--- config.mk ---
export PLATFORM = sky130hd
export DESIGN_NAME = ipes_irq_top
export DESIGN_NICKNAME = d
export VERILOG_FILES = /design/src/rtl/ipes_irq_top.v /design/src/rtl/ipes_edge_det.v /design/src/rtl/ipes_tmr_ovf.v
export VERILOG_INCLUDE_DIRS = /design/src /design/src/pkg
export SDC_FILE = /design/constraint.sdc
export NUM_CORES = 1
export LEC_CHECK = 0
export ABC_AREA = 1
export BUFFER_PORTS_ARGS = -buffer_cell sky130_fd_sc_hd__buf_2
export CAP_MARGIN = 20
export CORE_MARGIN = 2
export CORE_UTILIZATION = 30
export CTS_BUF_LIST = sky130_fd_sc_hd__clkbuf_4
export DETAILED_ROUTE_END_ITERATION = 8
export SYNTH_ARGS = -nofsm -noshare
export SYNTH_HDL_FRONTEND = slang
export SYNTH_SLANG_ARGS = --single-unit
export TNS_END_PERCENT = 50
--- constraint.sdc ---
create_clock -name pclk -period 1.49 [get_ports pclk]
set_clock_uncertainty 0.05 [all_clocks]
set_input_delay 0.149 -clock pclk [delete_from_list [all_inputs] [get_ports pclk]]
set_output_delay 0.149 -clock pclk [all_outputs]
set_load 0.02 [all_outputs]
--- src/pkg/ipes_defines.vh ---
// register offsets, field positions and reset values for the interrupt priority block
`ifndef IPES_DEFINES_VH
`define IPES_DEFINES_VH

`define IPES_OFF_PPRI2 12'h000
`define IPES_OFF_RCC 12'h004
`define IPES_OFF_CTL1 12'h008
`define IPES_OFF_CTL2 12'h00c
`define IPES_OFF_CTL3 12'h010
`define IPES_OFF_STAT 12'h014

`define IPES_RST_PPRI2 8'hff
`define IPES_RST_RCC_POR 8'h5c
`define IPES_RST_CTL1 8'h00
`define IPES_RST_CTL2 8'hff
`define IPES_RST_CTL3 8'hc0

// reset_cause_control bits
`define IPES_RCC_PRIEN 7
`define IPES_RCC_SOFT_BROWNOUT_ENABLE 6
`define IPES_RCC_UNIMP 5
`define IPES_RCC_RI 4
`define IPES_RCC_TO 3
`define IPES_RCC_PD 2
`define IPES_RCC_POR 1
`define IPES_RCC_BOR 0

// irq_control_first bits
`define IPES_C1_GIE 7
`define IPES_C1_PEIE 6
`define IPES_C1_T0IE 5
`define IPES_C1_X0IE 4
`define IPES_C1_T0IF 2
`define IPES_C1_X0IF 1

// irq_control_second bits
`define IPES_C2_EDGE0 6
`define IPES_C2_EDGE1 5
`define IPES_C2_EDGE2 4
`define IPES_C2_T0IP 2

// irq_control_third bits
`define IPES_C3_X2IP 7
`define IPES_C3_X1IP 6
`define IPES_C3_X2IE 4
`define IPES_C3_X1IE 3
`define IPES_C3_X2IF 1
`define IPES_C3_X1IF 0

// status register bits
`define IPES_ST_T16 0

`endif

--- src/rtl/ipes_irq_top.v ---
// interrupt priority, external edge and timer zero overflow logic with apb registers
//
// Contract
// second priority register: eight per-source bits
// priority bit one high, zero low
// priority enable selects two levels or one
// reset-control bit 5 reads zero
// reset-control holds reset cause flags
// reset values follow configuration and reset kind
// edge select: one rising, zero falling
// selected edge sets pin flag
// cleared enable blocks pin interrupt
// software clears pin flag before re-enable
// enabled pin interrupt wakes from sleep
// vector after wake only if global enable
// pins one, two use own priority bits
// pin zero always high priority
// 8-bit overflow FFh to 00h sets flag
// 16-bit overflow FFFFh to 0000h sets flag
// timer zero enable gates its interrupt
// timer zero priority from second control
// priority bits act only when enabled
// request needs flag, enable, global permission
`timescale 1ns/10ps
`include "ipes_defines.vh"
module ipes_irq_top #(
	parameter TW = 16 // timer zero width
) (
	input wire pclk, // core clock
	input wire presetn, // async reset, active low
	input wire psel, // apb select
	input wire penable, // apb enable
	input wire pwrite, // apb direction
	input wire [11:0] paddr, // apb byte address
	input wire [31:0] pwdata, // apb write data
	output reg [31:0] prdata, // apb read data
	output reg pready, // apb ready
	output reg pslverr, // apb error on unmapped address
	input wire [2:0] ext_pin, // external interrupt pins
	input wire [TW-1:0] timer_count, // timer zero count
	input wire timer_mode16, // timer zero in 16-bit mode
	input wire [7:0] periph_req, // second-group peripheral requests (flag and enable)
	input wire sleeping, // core in idle or sleep
	input wire power_on_rst, // this reset is a power-on
	input wire brownout_rst, // this reset is a brown-out
	input wire wdt_expired, // watchdog time-out event
	input wire sleep_enter, // sleep instruction executed
	input wire reset_instr, // reset instruction executed
	input wire soft_brownout_enable_cfg, // configuration allows soft brown-out
	output reg irq_high, // high level request
	output reg irq_low, // low level request
	output reg wake // wake-up request to core
);
	//////////////////////////////////////////////////////////////////////
	// registers
	reg [7:0] ppri2_q;
	reg [7:0] rcc_q;
	reg [7:0] ctl1_q;
	reg [7:0] ctl2_q;
	reg [7:0] ctl3_q;
	reg cfg_seen_q;
	reg [2:0] en_at_sleep_q;
	reg sleeping_q;
	wire [2:0] ext_hit;
	wire t0_ovf;
	wire acc;
	wire wr;
	wire mapped;
	wire [7:0] wd;

	assign acc = psel & penable;
	assign wr = acc & pwrite;
	assign wd = pwdata[7:0];

	function is_mapped;
		input [11:0] a;
		begin
			is_mapped = (a == `IPES_OFF_PPRI2) || (a == `IPES_OFF_RCC) ||
				(a == `IPES_OFF_CTL1) || (a == `IPES_OFF_CTL2) ||
				(a == `IPES_OFF_CTL3) || (a == `IPES_OFF_STAT);
		end
	endfunction
	assign mapped = is_mapped(paddr);

	//////////////////////////////////////////////////////////////////////
	// event sources
	genvar gi;
	generate
		for (gi = 0; gi < 3; gi = gi + 1) begin : g_ext
			wire sel;
			if (gi == 0) begin : g0
				assign sel = ctl2_q[`IPES_C2_EDGE0];
			end else if (gi == 1) begin : g1
				assign sel = ctl2_q[`IPES_C2_EDGE1];
			end else begin : g2
				assign sel = ctl2_q[`IPES_C2_EDGE2];
			end
			// edge polarity select
			ipes_edge_det u_edge (
				.pclk(pclk),
				.presetn(presetn),
				.pin(ext_pin[gi]),
				.rising_sel(sel),
				.hit(ext_hit[gi])
			);
		end
	endgenerate

	// overflow detection per mode
	ipes_tmr_ovf #(.W(TW)) u_ovf (
		.pclk(pclk),
		.presetn(presetn),
		.count(timer_count),
		.mode16(timer_mode16),
		.ovf(t0_ovf)
	);

	//////////////////////////////////////////////////////////////////////
	// priority register and control registers
	// per-source priority bits
	always @(posedge pclk or negedge presetn) begin
		if (!presetn) begin
			ppri2_q <= `IPES_RST_PPRI2;
		end else if (wr && paddr == `IPES_OFF_PPRI2) begin
			ppri2_q <= wd;
		end
	end

	// flags: hardware set wins over software clear
	always @(posedge pclk or negedge presetn) begin
		if (!presetn) begin
			ctl1_q <= `IPES_RST_CTL1;
			ctl2_q <= `IPES_RST_CTL2;
			ctl3_q <= `IPES_RST_CTL3;
		end else begin
			if (wr && paddr == `IPES_OFF_CTL1) begin
				ctl1_q <= wd;
			end
			if (wr && paddr == `IPES_OFF_CTL2) begin
				ctl2_q <= wd;
			end
			if (wr && paddr == `IPES_OFF_CTL3) begin
				ctl3_q <= wd;
			end
			// selected edge sets flag; only software clears it
			if (ext_hit[0]) begin
				ctl1_q[`IPES_C1_X0IF] <= 1'b1;
			end
			if (ext_hit[1]) begin
				ctl3_q[`IPES_C3_X1IF] <= 1'b1;
			end
			if (ext_hit[2]) begin
				ctl3_q[`IPES_C3_X2IF] <= 1'b1;
			end
			// overflow sets timer flag
			if (t0_ovf) begin
				ctl1_q[`IPES_C1_T0IF] <= 1'b1;
			end
		end
	end

	//////////////////////////////////////////////////////////////////////
	// reset-cause register
	// flags loaded from reset kind and configuration after release
	always @(posedge pclk or negedge presetn) begin
		if (!presetn) begin
			rcc_q <= `IPES_RST_RCC_POR;
			cfg_seen_q <= 1'b0;
		end else begin
			if (!cfg_seen_q) begin
				cfg_seen_q <= 1'b1;
				rcc_q[`IPES_RCC_SOFT_BROWNOUT_ENABLE] <= soft_brownout_enable_cfg;
				rcc_q[`IPES_RCC_POR] <= ~power_on_rst;
				rcc_q[`IPES_RCC_BOR] <= ~(power_on_rst | brownout_rst);
				rcc_q[`IPES_RCC_RI] <= ~reset_instr;
				rcc_q[`IPES_RCC_TO] <= ~wdt_expired;
			end else begin
				if (wr && paddr == `IPES_OFF_RCC) begin
					rcc_q[`IPES_RCC_PRIEN] <= wd[`IPES_RCC_PRIEN];
					rcc_q[`IPES_RCC_SOFT_BROWNOUT_ENABLE] <= wd[`IPES_RCC_SOFT_BROWNOUT_ENABLE] & soft_brownout_enable_cfg;
					rcc_q[`IPES_RCC_RI] <= wd[`IPES_RCC_RI];
					rcc_q[`IPES_RCC_POR] <= wd[`IPES_RCC_POR];
					rcc_q[`IPES_RCC_BOR] <= wd[`IPES_RCC_BOR];
				end
				// hardware events win over software writes
				if (wdt_expired) begin
					rcc_q[`IPES_RCC_TO] <= 1'b0;
				end
				if (sleep_enter) begin
					rcc_q[`IPES_RCC_PD] <= 1'b0;
				end
			end
		end
	end

	//////////////////////////////////////////////////////////////////////
	// request evaluation
	reg [7:0] rd_mux;
	reg hi_d;
	reg lo_d;
	reg wake_d;
	reg single_d;
	reg x0_act;
	reg x1_act;
	reg x2_act;
	reg t0_act;
	reg [7:0] pr_act;
	always @* begin
		// flag and enable both needed
		x0_act = ctl1_q[`IPES_C1_X0IF] & ctl1_q[`IPES_C1_X0IE];
		x1_act = ctl3_q[`IPES_C3_X1IF] & ctl3_q[`IPES_C3_X1IE];
		x2_act = ctl3_q[`IPES_C3_X2IF] & ctl3_q[`IPES_C3_X2IE];
		t0_act = ctl1_q[`IPES_C1_T0IF] & ctl1_q[`IPES_C1_T0IE];
		pr_act = periph_req;
		hi_d = 1'b0;
		lo_d = 1'b0;
		single_d = 1'b0;
		if (rcc_q[`IPES_RCC_PRIEN]) begin
			// two levels; global bit gates high, peripheral bit gates low
			// pin zero always high
			// own priority bits steer level
			hi_d = x0_act |
				(x1_act & ctl3_q[`IPES_C3_X1IP]) |
				(x2_act & ctl3_q[`IPES_C3_X2IP]) |
				(t0_act & ctl2_q[`IPES_C2_T0IP]) |
				(|(pr_act & ppri2_q));
			lo_d = (x1_act & ~ctl3_q[`IPES_C3_X1IP]) |
				(x2_act & ~ctl3_q[`IPES_C3_X2IP]) |
				(t0_act & ~ctl2_q[`IPES_C2_T0IP]) |
				(|(pr_act & ~ppri2_q));
			hi_d = hi_d & ctl1_q[`IPES_C1_GIE];
			lo_d = lo_d & ctl1_q[`IPES_C1_GIE] & ctl1_q[`IPES_C1_PEIE];
		end else begin
			// single-level compatibility mode, all on high vector
			single_d = x0_act | x1_act | x2_act | t0_act |
				((|pr_act) & ctl1_q[`IPES_C1_PEIE]);
			hi_d = single_d & ctl1_q[`IPES_C1_GIE];
		end
		// wake from flag of a pin enabled before sleep
		wake_d = sleeping_q & sleeping &
			(|({x2_act, x1_act, x0_act} & en_at_sleep_q) | t0_act);
		rd_mux = 8'h00;
		case (paddr)
			`IPES_OFF_PPRI2: rd_mux = ppri2_q;
			// unimplemented bit reads zero
			`IPES_OFF_RCC: rd_mux = rcc_q & ~(8'h01 << `IPES_RCC_UNIMP);
			`IPES_OFF_CTL1: rd_mux = ctl1_q;
			`IPES_OFF_CTL2: rd_mux = ctl2_q;
			`IPES_OFF_CTL3: rd_mux = ctl3_q;
			`IPES_OFF_STAT: rd_mux = {7'h00, timer_mode16};
			default: rd_mux = 8'h00;
		endcase
	end

	// enables captured on entry to sleep
	always @(posedge pclk or negedge presetn) begin
		if (!presetn) begin
			sleeping_q <= 1'b0;
			en_at_sleep_q <= 3'h0;
		end else begin
			sleeping_q <= sleeping;
			if (sleeping && !sleeping_q) begin
				en_at_sleep_q <= {ctl3_q[`IPES_C3_X2IE], ctl3_q[`IPES_C3_X1IE],
					ctl1_q[`IPES_C1_X0IE]};
			end
		end
	end

	//////////////////////////////////////////////////////////////////////
	// outputs and apb answer (zero wait, ready in access phase)
	always @(posedge pclk or negedge presetn) begin
		if (!presetn) begin
			irq_high <= 1'b0;
			irq_low <= 1'b0;
			wake <= 1'b0;
			prdata <= 32'h00000000;
			pready <= 1'b0;
			pslverr <= 1'b0;
		end else begin
			// vector only via gated requests; wake alone just resumes
			irq_high <= hi_d;
			irq_low <= lo_d;
			wake <= wake_d;
			pready <= psel & ~penable;
			pslverr <= psel & ~penable & ~mapped;
			prdata <= (psel & ~penable & ~pwrite) ? {24'h000000, rd_mux} : 32'h00000000;
		end
	end
endmodule // ipes_irq_top

--- src/rtl/ipes_edge_det.v ---
// edge detector for one external interrupt pin with selectable polarity
`timescale 1ns/10ps
module ipes_edge_det (
	input wire pclk, // core clock
	input wire presetn, // async reset, active low
	input wire pin, // external pin level
	input wire rising_sel, // 1 rising, 0 falling
	output wire hit // one-cycle pulse on selected edge
);
	reg prev_q;
	reg armed_q;
	always @(posedge pclk or negedge presetn) begin
		if (!presetn) begin
			prev_q <= 1'b0;
			armed_q <= 1'b0;
		end else begin
			prev_q <= pin;
			armed_q <= 1'b1;
		end
	end
	// no history in the first cycle after reset, so a pin held high is no edge
	assign hit = armed_q & (rising_sel ? (pin & ~prev_q) : (~pin & prev_q));
endmodule // ipes_edge_det

--- src/rtl/ipes_tmr_ovf.v ---
// timer zero overflow detector for 8-bit and 16-bit counting
`timescale 1ns/10ps
module ipes_tmr_ovf #(
	parameter W = 16 // full counter width
) (
	input wire pclk, // core clock
	input wire presetn, // async reset, active low
	input wire [W-1:0] count, // timer count value
	input wire mode16, // 1 = 16-bit mode
	output wire ovf // one-cycle overflow pulse
);
	reg [W-1:0] prev_q;
	wire all8;
	wire all16;
	always @(posedge pclk or negedge presetn) begin
		if (!presetn) begin
			prev_q <= {W{1'b0}};
		end else begin
			prev_q <= count;
		end
	end
	assign all8 = (&prev_q[7:0]) & (count[7:0] == 8'h00);
	assign all16 = (&prev_q) & (count == {W{1'b0}});
	assign ovf = mode16 ? all16 : all8;
endmodule // ipes_tmr_ovf

== After elaboration in Yosys (flattened, before gate mapping) ==
Cells that the tools add are included.

* Input bits: 84
* Register bits after elaboration: 76
* Output and inout bits: 37
* Logic and storage cells: 148

* Equal/unequal tests: 7
* Bitwise operators: 67
* Multiplexer cells: 21
* Reduce and logical (&&, ||, !) cells: 27

{| class="wikitable"
|+ Operators by type and width
! kind !! count
|-
| one-hot mux 8 bit (6 select lines) || 1
|-
| bitwise AND 1 bit || 34
|-
| equality test 12 x 4 -> 1 bit, second input constant || 2
|-
| equality test 12 x 5 -> 1 bit, second input constant || 2
|-
| OR reduction 8 bit || 3
|-
| bitwise AND 8 bit || 2
|-
| zero test 16 bit || 1
|-
| NOT 1 bit || 16
|-
| AND reduction 16 bit || 1
|-
| two-way mux 1 bit || 14
|-
| OR 1 bit || 13
|-
| equality test 12 x 3 -> 1 bit, second input constant || 1
|-
| zero test 12 bit || 1
|-
| zero test 8 bit || 1
|-
| two-way mux 2 bit || 4
|-
| two-way mux 8 bit || 1
|-
| NOT 8 bit || 1
|-
| AND reduction 8 bit || 1
|-
| nonzero test 2 bit || 4
|-
| logical AND 1 bit || 6
|-
| logical OR 1 bit || 5
|-
| AND reduction 2 bit || 2
|-
| bitwise AND 3 bit || 1
|-
| two-way mux 3 bit || 1
|-
| 4 further kinds || 4
|}

== Depth between registers and ports, before layout ==
Gate-level depths: netlist (run 1).

* Depth after elaboration: 8
* Mapped depth: 9

== Cells and area by module ==
Synthesis (run 1) repeated with hierarchy kept, for this count alone.

* Cell total of the unflattened synthesis: 467
* Area, all modules: 3853.7 µm²

{| class="wikitable"
|+ By module, submodules not included
! module !! cells each !! area each (µm²) !! sequential area each (µm²) !! times used
|-
| ipes_irq_top || 387 || 3072.9 || 1453.9 || 1
|-
| ipes_tmr_ovf || 47 || 529.3 || 400.4 || 1
|-
| ipes_edge_det || 11 || 83.8 || 50.0 || 3
|}

== Worst setup path before layout (run 1) ==
Ideal clock, no wire load.

* Path kind: input to register
* Start point: input paddr[11]
* End point: register ctl3_q[5]
* Setup time: 121 ps
* Cell stages on the path: 7
* Data required time: 1319 ps
* Path slack: 288 ps
* Data arrival time: 1031 ps
* Buffers on the path: 1
* Cells stage by stage: nor2_2 nand2_4 nor2_4 nand3_4 buf_4 nand2_1 o21ai_2

* Cells in the longest elaborated chain, start to end: 2

{| class="wikitable"
|+ Ends and longest elaborated chain
! element !! line !! source
|-
| start, declared || ipes_irq_top.v:34 || <nowiki>input wire [11:0] paddr,</nowiki>
|-
| equality test 12 x 5 -> 1 bit || -- ||
|-
| logical AND 1 bit (no line) || -- ||
|-
| end signal, assigned || ipes_irq_top.v:134 || <nowiki>ctl3_q <= `IPES_RST_CTL3;</nowiki>
|-
| end signal, assigned || ipes_irq_top.v:143 || <nowiki>ctl3_q <= wd;</nowiki>
|-
| end, declared || ipes_irq_top.v:60 || <nowiki>reg [7:0] ctl3_q;</nowiki>
|}

Every way passes these cells.
A chain may end at the register's enable or synchronous reset.

== Worst setup path in the final report (run 1) ==
* Start point: input paddr[7]
* End point: register pslverr

* Cells in the longest elaborated chain, start to end: 8
* Elaborated cells on any way between the ends: 13
* Classes of those cells: eq/ne: 5; bitwise: 2; reduce/logical: 6

{| class="wikitable"
|+ Ends and longest elaborated chain
! element !! line !! source
|-
| equality test 12 x 3 -> 1 bit / zero test 12 bit (equally long branches) || -- ||
|-
| logical OR 1 bit (4 in series) || ipes_irq_top.v:78 || <nowiki>is_mapped = (a == `IPES_OFF_PPRI2) || (a == `IPES_OFF_RCC) ||</nowiki>
|-
| logical OR 1 bit * || ipes_irq_top.v:78 ||
|-
| NOT 1 bit * || ipes_irq_top.v:285 || <nowiki>pslverr <= psel & ~penable & ~mapped;</nowiki>
|-
| bitwise AND 1 bit * || ipes_irq_top.v:285 ||
|-
| end signal, assigned || ipes_irq_top.v:285 ||
|-
| end, declared || ipes_irq_top.v:38 || <nowiki>output reg pslverr,</nowiki>
|}

Mark *: on every way between the ends. The rest lies on a longest branch, timed or not.

==> results.md, run 1 <==
- Initial antenna violation count: 0
- Layout Area Growth over Synthesis: 28.1%
- Reg2reg path depth: 5
- Maxcap violations: 0
- Switching Share: 29.3%
- Final nets: 631
- Hold slack: 0.0745 ns
- LEAKAGE: between 2 and 2.5 nW
- Clock power frac: between 30% and 40%
- Critical Path RT: 1.78 ns
- FILL cells: approximately 1,300
- Reg power frac: 56.8%
- Final-report max-slew violation count: 0
- Clock Latency Late Sink: between 0.4 and 0.5 ns
- Gpl congestion: 0.931
- Final hold vios: 0
- Worst Setup Start Kind: input port
- Drt total wl: just under 10,000 um
- FF+latch count, synth: between 70 and 80
- Period utilization: between 90% and 100%
- Root buffer cell: clkbuf_4
- EDFF count, synth: 0
- Vias in the first global route: 3,092
- Setup tns final: 0 ns
- Global-route wire length before repair: around 16,000 um
- Via/cell ratio: 4.49
- FP Rows: slightly above 40
- # diodes: 0
- Internal power: between 2 and 3 mW
- Power Density: roughly 760 nW/um^2
- IO Pins: around 120
- Mapped Area: 3850 sq um
- Yosys cell types: 37
- WP data arrival: approximately 1.7 ns
- Fmax: a little over 0.7 GHz
- Worst reg2reg setup slack: ~0.14 ns
- Post_cts resized: 0
- Comb power frac: roughly 12%
- Final core occ: 39.2%
- GRT Util Overall: 15.2%
- Switch Pwr: 1.10 mW
- R2r startpoint: ppri2_q[5]
- Outcome: complete, no violations
- Clock slew at reported path FFs: 0.14 ns
- Dpl hpwl: 7470 um
- Die area: around 14,000 sq um
- Iteration-0 DRC Markers: about 170
- Remaining global-route overflow: 0
- Max clock buf depth: 2
- CTS buffer count: 9
- Multi-input gate area: ~1600 sq um
- Die Ht: about 120 um
- Die X: 117 um
- Async set or reset register ratio after synthesis: 100%
- Worst VDD drop: 0.295 mV
- CTS tree: done
- Reg-to-reg critical path endpoint: irq_high
- Antenna Nets Post-Route: 0
- Sequential area share after synthesis: 50.2%
- CP Class: in2reg
- Largest net degree at the start of global routing: 35
- # port buffers: 72
- Clock sink count: 76
- Register area: 1930 sq um
- Synth Flop Type: dfrtp_1
- Via Count: around 3,200
- RSZ-0062 raised after global routing: false
- Hold Crit Class: in2reg
- Core Region: ~13,000 sq um
- Crit Path Max Fanout: 29
- Max H-tree Level: 3
- Pre-Repair DR Iteration Count: 4
- Yosys warning total: 0
- Critical Path Sink Type: flop
- Synth Instances: approximately 420
- DR WL/cell: 13.6 um
- Worst hold path depth: 3
- Power consumption: 3.76 mW
- Setup-failing EPs final: 0
- WHS Endpoint: ctl2_q[6]
- Initial core utilization: 30.6%
- Syn_area_per_cell: slightly above 9 sq um
- Fin crit period: approximately 1.4 ns
- Layout cell share with drive strength beyond 1: between 30% and 40%
- Min-delay src: pwdata[6]
- DRC: 0
-- cell usage in the layout (no fill, tap or decap), types with 2 or more instances in the layout --
| master | instances |
|---|---|
| a21oi_1 | 4 |
| a22o_1 | 3 |
| buf_12 | 3 |
| buf_2 | 71 |
| buf_4 | 16 |
| clkbuf_4 | 9 |
| clkinv_4 | 2 |
| conb_1 | 25 |
| dfrtp_1 | 54 |
| dfstp_2 | 22 |
| dlygate4sd3_1 | 39 |
| inv_1 | 37 |
| inv_6 | 2 |
| mux2_2 | 2 |
| nand2_1 | 77 |
| nand2_2 | 4 |
| nand2_4 | 3 |
| nand3_1 | 51 |
| nand3_2 | 2 |
| nand3_4 | 4 |
| nand4_1 | 8 |
| nor2_1 | 36 |
| nor2_2 | 3 |
| nor2_4 | 5 |
| nor2_8 | 2 |
| nor3_1 | 4 |
| nor4_1 | 2 |
| o21ai_0 | 19 |
| o21ai_1 | 3 |
| o21ai_2 | 20 |
| o221ai_1 | 2 |
| o22ai_1 | 7 |
-- repair_timing --
action | CTS | global route
setup buffers | 0 | 3
endpoints found under the hold margin | 111 | 0
endpoints found under the setup margin | 0 | 4
hold buffers | 39 | 0
-- registers in the layout, indices dropped and copies added, names as in the netlist, 3 cells and up --
| signal | cells |
|---|---|
| ctl2_q | 8 |
| rcc_q | 7 |
| u_ovf.prev_q | 16 |
| en_at_sleep_q | 3 |
| ppri2_q | 8 |
| g_ext.u_edge.prev_q | 3 |
| ctl1_q | 8 |
| ctl3_q | 8 |
| prdata | 8 |
-- Yosys cell counts (all sizes together) (3+ instances only) --
master / number / area, sq um
o22ai: 7 / 43.8
a22o: 3 / 26.3
dfrtp: 54 / 1350
nand4: 8 / 50.1
inv: 38 / 143
nand3: 57 / 345
nor3: 4 / 20.0
a21oi: 4 / 20.0
dfstp: 22 / 578
nand2: 84 / 348
nor2: 46 / 250
buf: 32 / 267
o21ai: 42 / 285
-- cell type report --
class                           instances  share of cell area (%)
Clock inverter                          7                    1.17
Inverter                               38                    2.89
Multi-Input combinational cell        293                    32.3
Timing Repair Buffer                  129                    18.8
Clock buffer                            9                    1.37
Sequential cell                        76                    39.1
Tap cell                              172                    4.37
-- layer usage --
metal / vias up / wire length (um) / GRT usage, %
li1: 1610 / - / -
met1: 1525 / 4760 / 20.8
met2: 96 / 4450 / 22.8
met3: 18 / 450 / 3.04
met4: 0 / 199 / 7.61
met5: - / 0 / 0
-- worst max-delay path, cell delays in order --
cell,delay (ns)
buf_2,0.10
nor2_1,0.16
nand2_2,0.13
nor2_8,0.16
buf_12,0.19
nand2_2,0.09
nand3_2,0.11
nor3_1,0.05
dlygate4sd3_1,0.55
-- worst max path at each step --
stage               from   endpoint  cells after the start
6_report        paddr[7]    pslverr                      9
5_1_grt         paddr[7]    pslverr                      9
4_1_cts          penable   rcc_q[7]                      7
3_5_place_dp    paddr[7]  prdata[3]                      9
3_3_place_gp    paddr[7]  prdata[2]                      9
2_1_floorplan  paddr[11]  ctl3_q[5]                      7
-- power groups by stage --
stage	registers (mW)	logic [mW]	clock network [mW]
after floorplan	2.17	0.218	0
after global placement	2.17	0.351	0
after global routing	2.15	0.491	1.33
after detailed placement	2.18	0.359	0
after CTS	2.14	0.438	1.24
final	2.14	0.438	1.19
-- through the flow --
step	area [sq um]	instances	setup slack [ns]
2_1_floorplan	3930	440	0.288
3_3_place_gp	4390	666	0.0977
3_5_place_dp	4390	666	0.0292
4_1_cts	4910	721	0.0485
5_1_grt	4930	724	0.0473
6_report	4930	724	0.0826
-- cells by family after synthesis --
| logic type | Yosys count | share of synthesized area, % |
|---|---|---|
| other | 2 | 0.195 |
| muxes | 2 | 0.586 |
| buffers and inverters | 71 | 10.7 |
| and+or+nand+nor | 203 | 27.0 |
| DFF | 76 | 50.2 |
| AOI/OAI and AO/OA | 63 | 11.3 |
Note: power is estimated with default switching activity, not from simulation.
==> run 2, diff against run 1 <==
Settings changed: CORE_MARGIN 2 to 1.5.
==> results.md, run 2 (synthesis gave the netlist of run 1 again) <==
- Outcome: complete, no violations
- Core Region: 12,600 sq um (unchanged)
- Die Ht: 116 um (-0.85%)
- # port buffers: 72 (unchanged)
- Hold slack: 0.0137 ns (-0.0608 ns)
- DR WL/cell: 13.8 um (+1.5%)
- Iteration-0 DRC Markers: 236 (+43%)
- Initial core utilization: 30.6% (unchanged)
- Hold Crit Class: in2reg
- Final nets: 625 (-0.95%)
- Slowest stage cell on the critical path: dlygate4sd3_1
- Setup-failing EPs final: 0 (unchanged)
- Antenna Nets Post-Route: 0 (unchanged)
- FILL cells: 1,275 (+1.0%)
- Clock sink count: 76 (unchanged)
- Global-route wire length before repair: 16,200 um (+3.9%)
- Clock Latency Late Sink: 0.44 ns (about the same)
- Die area: 13,500 sq um (-1.7%)
- Number of flip-flops under the largest register name: 16 (unchanged)
- Comb power frac: 11.7% (about the same)
- Post_cts resized: 0 (unchanged)
- Crit Path Max Fanout: 16 (-45%)
- Via/cell ratio: 4.52 (+0.71%)
- CTS tree: done
- Power Density: 770 nW/um^2 (+0.89%)
- Layout Area Growth over Synthesis: 26.8%
- Final hold vios: 0 (unchanged)
- Critical Path Sink Type: flop
- Setup tns final: 0 ns (unchanged)
- Largest net degree at the start of global routing: 36 (+2.9%)
- Via Count: 3,245 (-0.12%)
- Worst VDD drop: 0.467 mV (+58%)
- Vias in the first global route: 3,245 (+4.9%)
- Reg power frac: 57.0% (+0.2 points)
- FP Rows: 41 (unchanged)
- RSZ-0062 raised after global routing: false
- Critical Path RT: 1.80 ns (+0.02 ns)
- CTS buffer count: 9 (unchanged)
- Switch Pwr: 1.10 mW (-0.39%)
- Worst path most repeated cell: nand2_1
- Max clock buf depth: 2 (unchanged)
- Fin crit period: 1.42 ns (+0.0128 ns)
- LEAKAGE: 2.34 nW (-0.85%)
- Switching Share: 29.2% (-0.061 points)
- Pre-CTS setup slack: 0.0103 ns (-0.0189 ns)
- Period utilization: 95.3% (+0.86 points)
- Remaining global-route overflow: 0 (unchanged)
- Clock slew at reported path FFs: 0.14 ns (about the same)
- Dpl hpwl: 7450 um (-0.32%)
- Pre-Repair DR Iteration Count: 5 (+1)
- Layout cell share with drive strength beyond 1: 31.5% (-0.20 points)
- GRT Util Overall: 15.9% (+0.76 points)
- IO Pins: 121 (unchanged)
- Delay of the slowest cell on the worst path: 0.53 ns (-0.02 ns)
- Fmax: 0.704 GHz (-0.90%)
- DRC: 0 (unchanged)
- Final-report max-slew violation count: 0 (unchanged)
- # diodes: 0 (unchanged)
- Clock power frac: 31.4% (about the same)
- Internal power: 2.66 mW (-0.10%)
- Maxcap violations: 0 (unchanged)
- Commonest non-fill, non-tap cells in the layout: nand2_1, buf_2, dfrtp_1
- Largest Register: u_ovf.prev_q
- CP Class: in2reg
- Die X: 116 um (-0.85%)
- Max H-tree Level: 3 (unchanged)
- Root buffer cell: clkbuf_4
- Gpl congestion: 0.872 (-6.3%)
- Final worst slack: 0.0698 ns (-0.0128 ns)
- Most common cell after layout, fill and taps aside: nand2_1
- CP Cell Sequence: dlygate4sd3_1, buf_2, nand2_1, nor2_4, buf_4, nand3_4, nand2_1, o21ai_2
- WP data arrival: 1.73 ns (+0.03 ns)
- Worst Setup Start Kind: input port
- Drt total wl: 9930 um (+0.66%)
- Initial antenna violation count: 0 (unchanged)
-- run 2: cell types whose count changed in the layout (fill, tap and decap cells not counted) --
cell | previous run | this run
inv_6 | 2 | 3
buf_4 | 16 | 13
dlygate4sd3_1 | 39 | 36
clkinv_4 | 2 | 1
-- run 2: metal layers --
metal,track usage (%),vias up,wire [um]
li1,-,1593,-
met4,6.18,0,127
met3,3.06,12,459
met5,0,-,0
met1,21.6,1537,4570
met2,25.2,103,4770
-- run 2: repair_timing --
action                                 4_1_cts  5_1_grt
setup endpoints to repair                    0        4
setup buffers                                0        2
hold buffers                                36        0
endpoints found under the hold margin       90        0
-- run 2: cell type report --
class / count / area [sq um] / share of cell area (%)
clock inverters: 7 / 57.6 / 1.18
inverters: 38 / 143 / 2.93
clock buffers: 9 / 67.6 / 1.39
flip-flops and latches: 76 / 1930 / 39.6
well taps: 172 / 215 / 4.41
multi-input cells: 293 / 1590 / 32.6
repair buffers: 123 / 873 / 17.9
-- run 2: final timing paths --
kind                            slack (ns)          to  startpoint  cells after the start
worst max-delay path                  0.07   ctl2_q[2]     penable                      8
worst min-delay path                  0.01   ctl1_q[3]   pwdata[3]                      3
worst max register to register        0.07    rcc_q[4]  cfg_seen_q                      4
worst min register to register        0.44   ctl2_q[5]   ctl2_q[5]                      2
max in group asynchronous             0.66  ppri2_q[7]     presetn                      3
min in group asynchronous             0.10   ctl1_q[7]     presetn                      2
-- run 2: metrics by stage --
| stage | util, % | power (mW) | instance area, sq um | cells |
|---|---|---|---|---|
| final | 38.8 | 3.76 | 4880 | 718 |
| after global routing | 38.8 | 3.97 | 4880 | 718 |
| after CTS | 38.7 | 3.80 | 4860 | 716 |
| after detailed placement | 34.8 | 2.54 | 4380 | 664 |
| after global placement | 34.8 | 2.53 | 4380 | 664 |
| after floorplan | - | 2.39 | 3930 | 440 |
-- run 2: worst max-delay path, delay by kind of cell --
| kind | cells | cell delay (ns) |
|---|---|---|
| buf+inv | 3 | 0.84 |
| simple gates | 4 | 0.67 |
| compound gates | 1 | 0.06 |
-- run 2: power groups by stage --
| stage | combinational (mW) | clock [mW] | sequential, mW |
|---|---|---|---|
| after floorplan | 0.218 | 0 | 2.17 |
| after global placement | 0.356 | 0 | 2.17 |
| after detailed placement | 0.365 | 0 | 2.18 |
| after CTS | 0.438 | 1.23 | 2.14 |
| after global routing | 0.493 | 1.33 | 2.14 |
| final | 0.438 | 1.18 | 2.14 |
==> run 3, diff against run 2 <==
Clock period 1.49 ns to 1.15 ns, I/O delays scaled along.
==> results.md, run 3 (synthesis gave the netlist of run 1 again) <==
- Outcome: finished with violations
- Failing checks: negative setup slack
- Multi-input gate area: 1640 sq um (+3.2%)
- Max H-tree Level: 3 (unchanged)
- Drt total wl: 10,400 um (+5.2%)
- Vias in the first global route: 3,307 (+1.9%)
- Clock Latency Late Sink: 0.46 ns (+0.02 ns)
- Largest Register: u_ovf.prev_q
- Most common cell after layout, fill and taps aside: nand2_1
- Final hold vios: 0 (unchanged)
- Largest net degree at the start of global routing: 25 (-31%)
- Dpl hpwl: 7980 um (+7.1%)
- Critical Path Sink Type: flop
- Layout cell share with drive strength beyond 1: 38.5% (+7.0 points)
- Period utilization: 103%
- Hold slack: 0.0315 ns (+0.0178 ns)
- Setup tns final: -0.0785 ns (-0.0785 ns)
- CP Class: reg2reg
- Core Region: 12,600 sq um (unchanged)
- CTS buffer count: 9 (unchanged)
- Via/cell ratio: 4.47 (-1.1%)
- GRT Util Overall: 16.6% (+0.71 points)
- Pre-CTS setup slack: -0.327 ns (-0.337 ns)
- Max clock buf depth: 2 (unchanged)
- Initial core utilization: 30.6% (unchanged)
- Global-route wire length before repair: 16,600 um (+2.9%)
- Iteration-0 DRC Markers: 162 (-31%)
- LEAKAGE: 2.52 nW (+7.7%)
- Pre-Repair DR Iteration Count: 4 (-1)
- Hold Crit Class: in2reg
- Die area: 13,500 sq um (unchanged)
- Final instance area: 5270 sq um (+8.1%)
- Final core occ: 41.9% (+3.1 points)
- # diodes: 0 (unchanged)
- IO Pins: 121 (unchanged)
- Register area: 1930 sq um (about the same)
- Gpl congestion: 0.904 (+3.6%)
- Critical Path RT: 1.45 ns (-0.35 ns)
- Commonest non-fill, non-tap cells in the layout: nand2_1, buf_2, dfrtp_1
- Number of flip-flops under the largest register name: 16 (unchanged)
- Clock slew at reported path FFs: 0.13 ns (about the same)
- Clock sink count: 76 (unchanged)
- FILL cells: 1,242 (-2.6%)
- Power Density: 911 nW/um^2 (+18%)
- Worst VDD drop: 0.612 mV (+31%)
- Post-DP Area: 4670 sq um (+6.6%)
- Fin crit period: between 1 and 1.5 ns
- Fmax: around 0.84 GHz
- Crit Path Max Fanout: 3 (-13)
- Final nets: 656 (+5.0%)
- Root buffer cell: clkbuf_4
- Antenna Nets Post-Route: 0 (unchanged)
- Remaining global-route overflow: 0 (unchanged)
- CTS tree: done
- Maxcap violations: 0 (unchanged)
- Die Ht: 116 um (unchanged)
- RSZ-0062 raised after global routing: true
- Final-report max-slew violation count: 0 (unchanged)
- FP Rows: 41 (unchanged)
- Final worst slack: -0.0393 ns (-0.109 ns)
- Layout Area Growth over Synthesis: 37.1%
- # port buffers: 72 (unchanged)
- Worst Setup Start Kind: flop
- Die X: 116 um (unchanged)
- Setup-failing EPs final: 5 (+5)
- Initial antenna violation count: 0 (unchanged)
- DR WL/cell: 13.9 um (+0.85%)
- Via Count: 3,348 (+3.2%)
- WP data arrival: 1.49 ns (-0.24 ns)
- DRC: 0 (unchanged)
[run 3: what timing repair did]
action | 4_1_cts | 5_1_grt
pin swaps | 10 | 7
hold endpoints to repair | 117 | 0
hold buffers | 38 | 0
gates resized for setup | 21 | 16
buffers inserted | 0 | 1
setup endpoints to repair | 17 | 21
[run 3: layout make-up]
| class | count | share of cell area (%) |
|---|---|---|
| clock buffer | 10 | 1.42 |
| clock inverter | 6 | 0.783 |
| inverter | 38 | 2.71 |
| multi-input combinational | 293 | 31.1 |
| sequential | 76 | 36.6 |
| tap | 172 | 4.08 |
| timing repair buffer | 154 | 23.2 |
[run 3: through the flow]
step	power (mW)	cells
global route	5.06	749
finish	4.80	749
floorplan	3.09	440
global placement	3.32	694
CTS	4.87	748
detailed placement	3.33	694
[run 3: worst paths after layout]
kind / start / end / slack [ns] / cells past startpoint
max: ctl3_q[0] / irq_high / -0.04 / 7
min: pwdata[6] / ctl2_q[6] / 0.03 / 3
max reg2reg: ctl3_q[0] / irq_high / -0.04 / 7
min reg2reg: ctl2_q[0] / ctl2_q[0] / 0.45 / 2
max in group asynchronous: presetn / ppri2_q[1] / 0.48 / 3
min in group asynchronous: presetn / ctl3_q[2] / 0.05 / 2
[run 3: metal layers]
metal / up-vias / share of wire, % / global-route usage (%)
met5: - / 0 / 0
met4: 0 / 2.2 / 6.26
met3: 18 / 4.3 / 4.36
met2: 91 / 48 / 27.0
met1: 1581 / 46 / 21.4
li1: 1658 / - / -
[run 3: where the power goes]
part           internal [mW]  switching [mW]  total, mW
Combinational          0.259           0.352      0.611
Clock                  0.461           0.962       1.42
Sequential              2.74          0.0287       2.77
Total                   3.46            1.34       4.80
[run 3: worst max-delay path, stage by stage (launching register included)]
cell	delay, ns
dfrtp_1	0.43
nand2_2	0.11
inv_2	0.04
nand2_1	0.06
nand3_1	0.06
nor2_1	0.13
and3_1	0.16
nor2_1	0.04
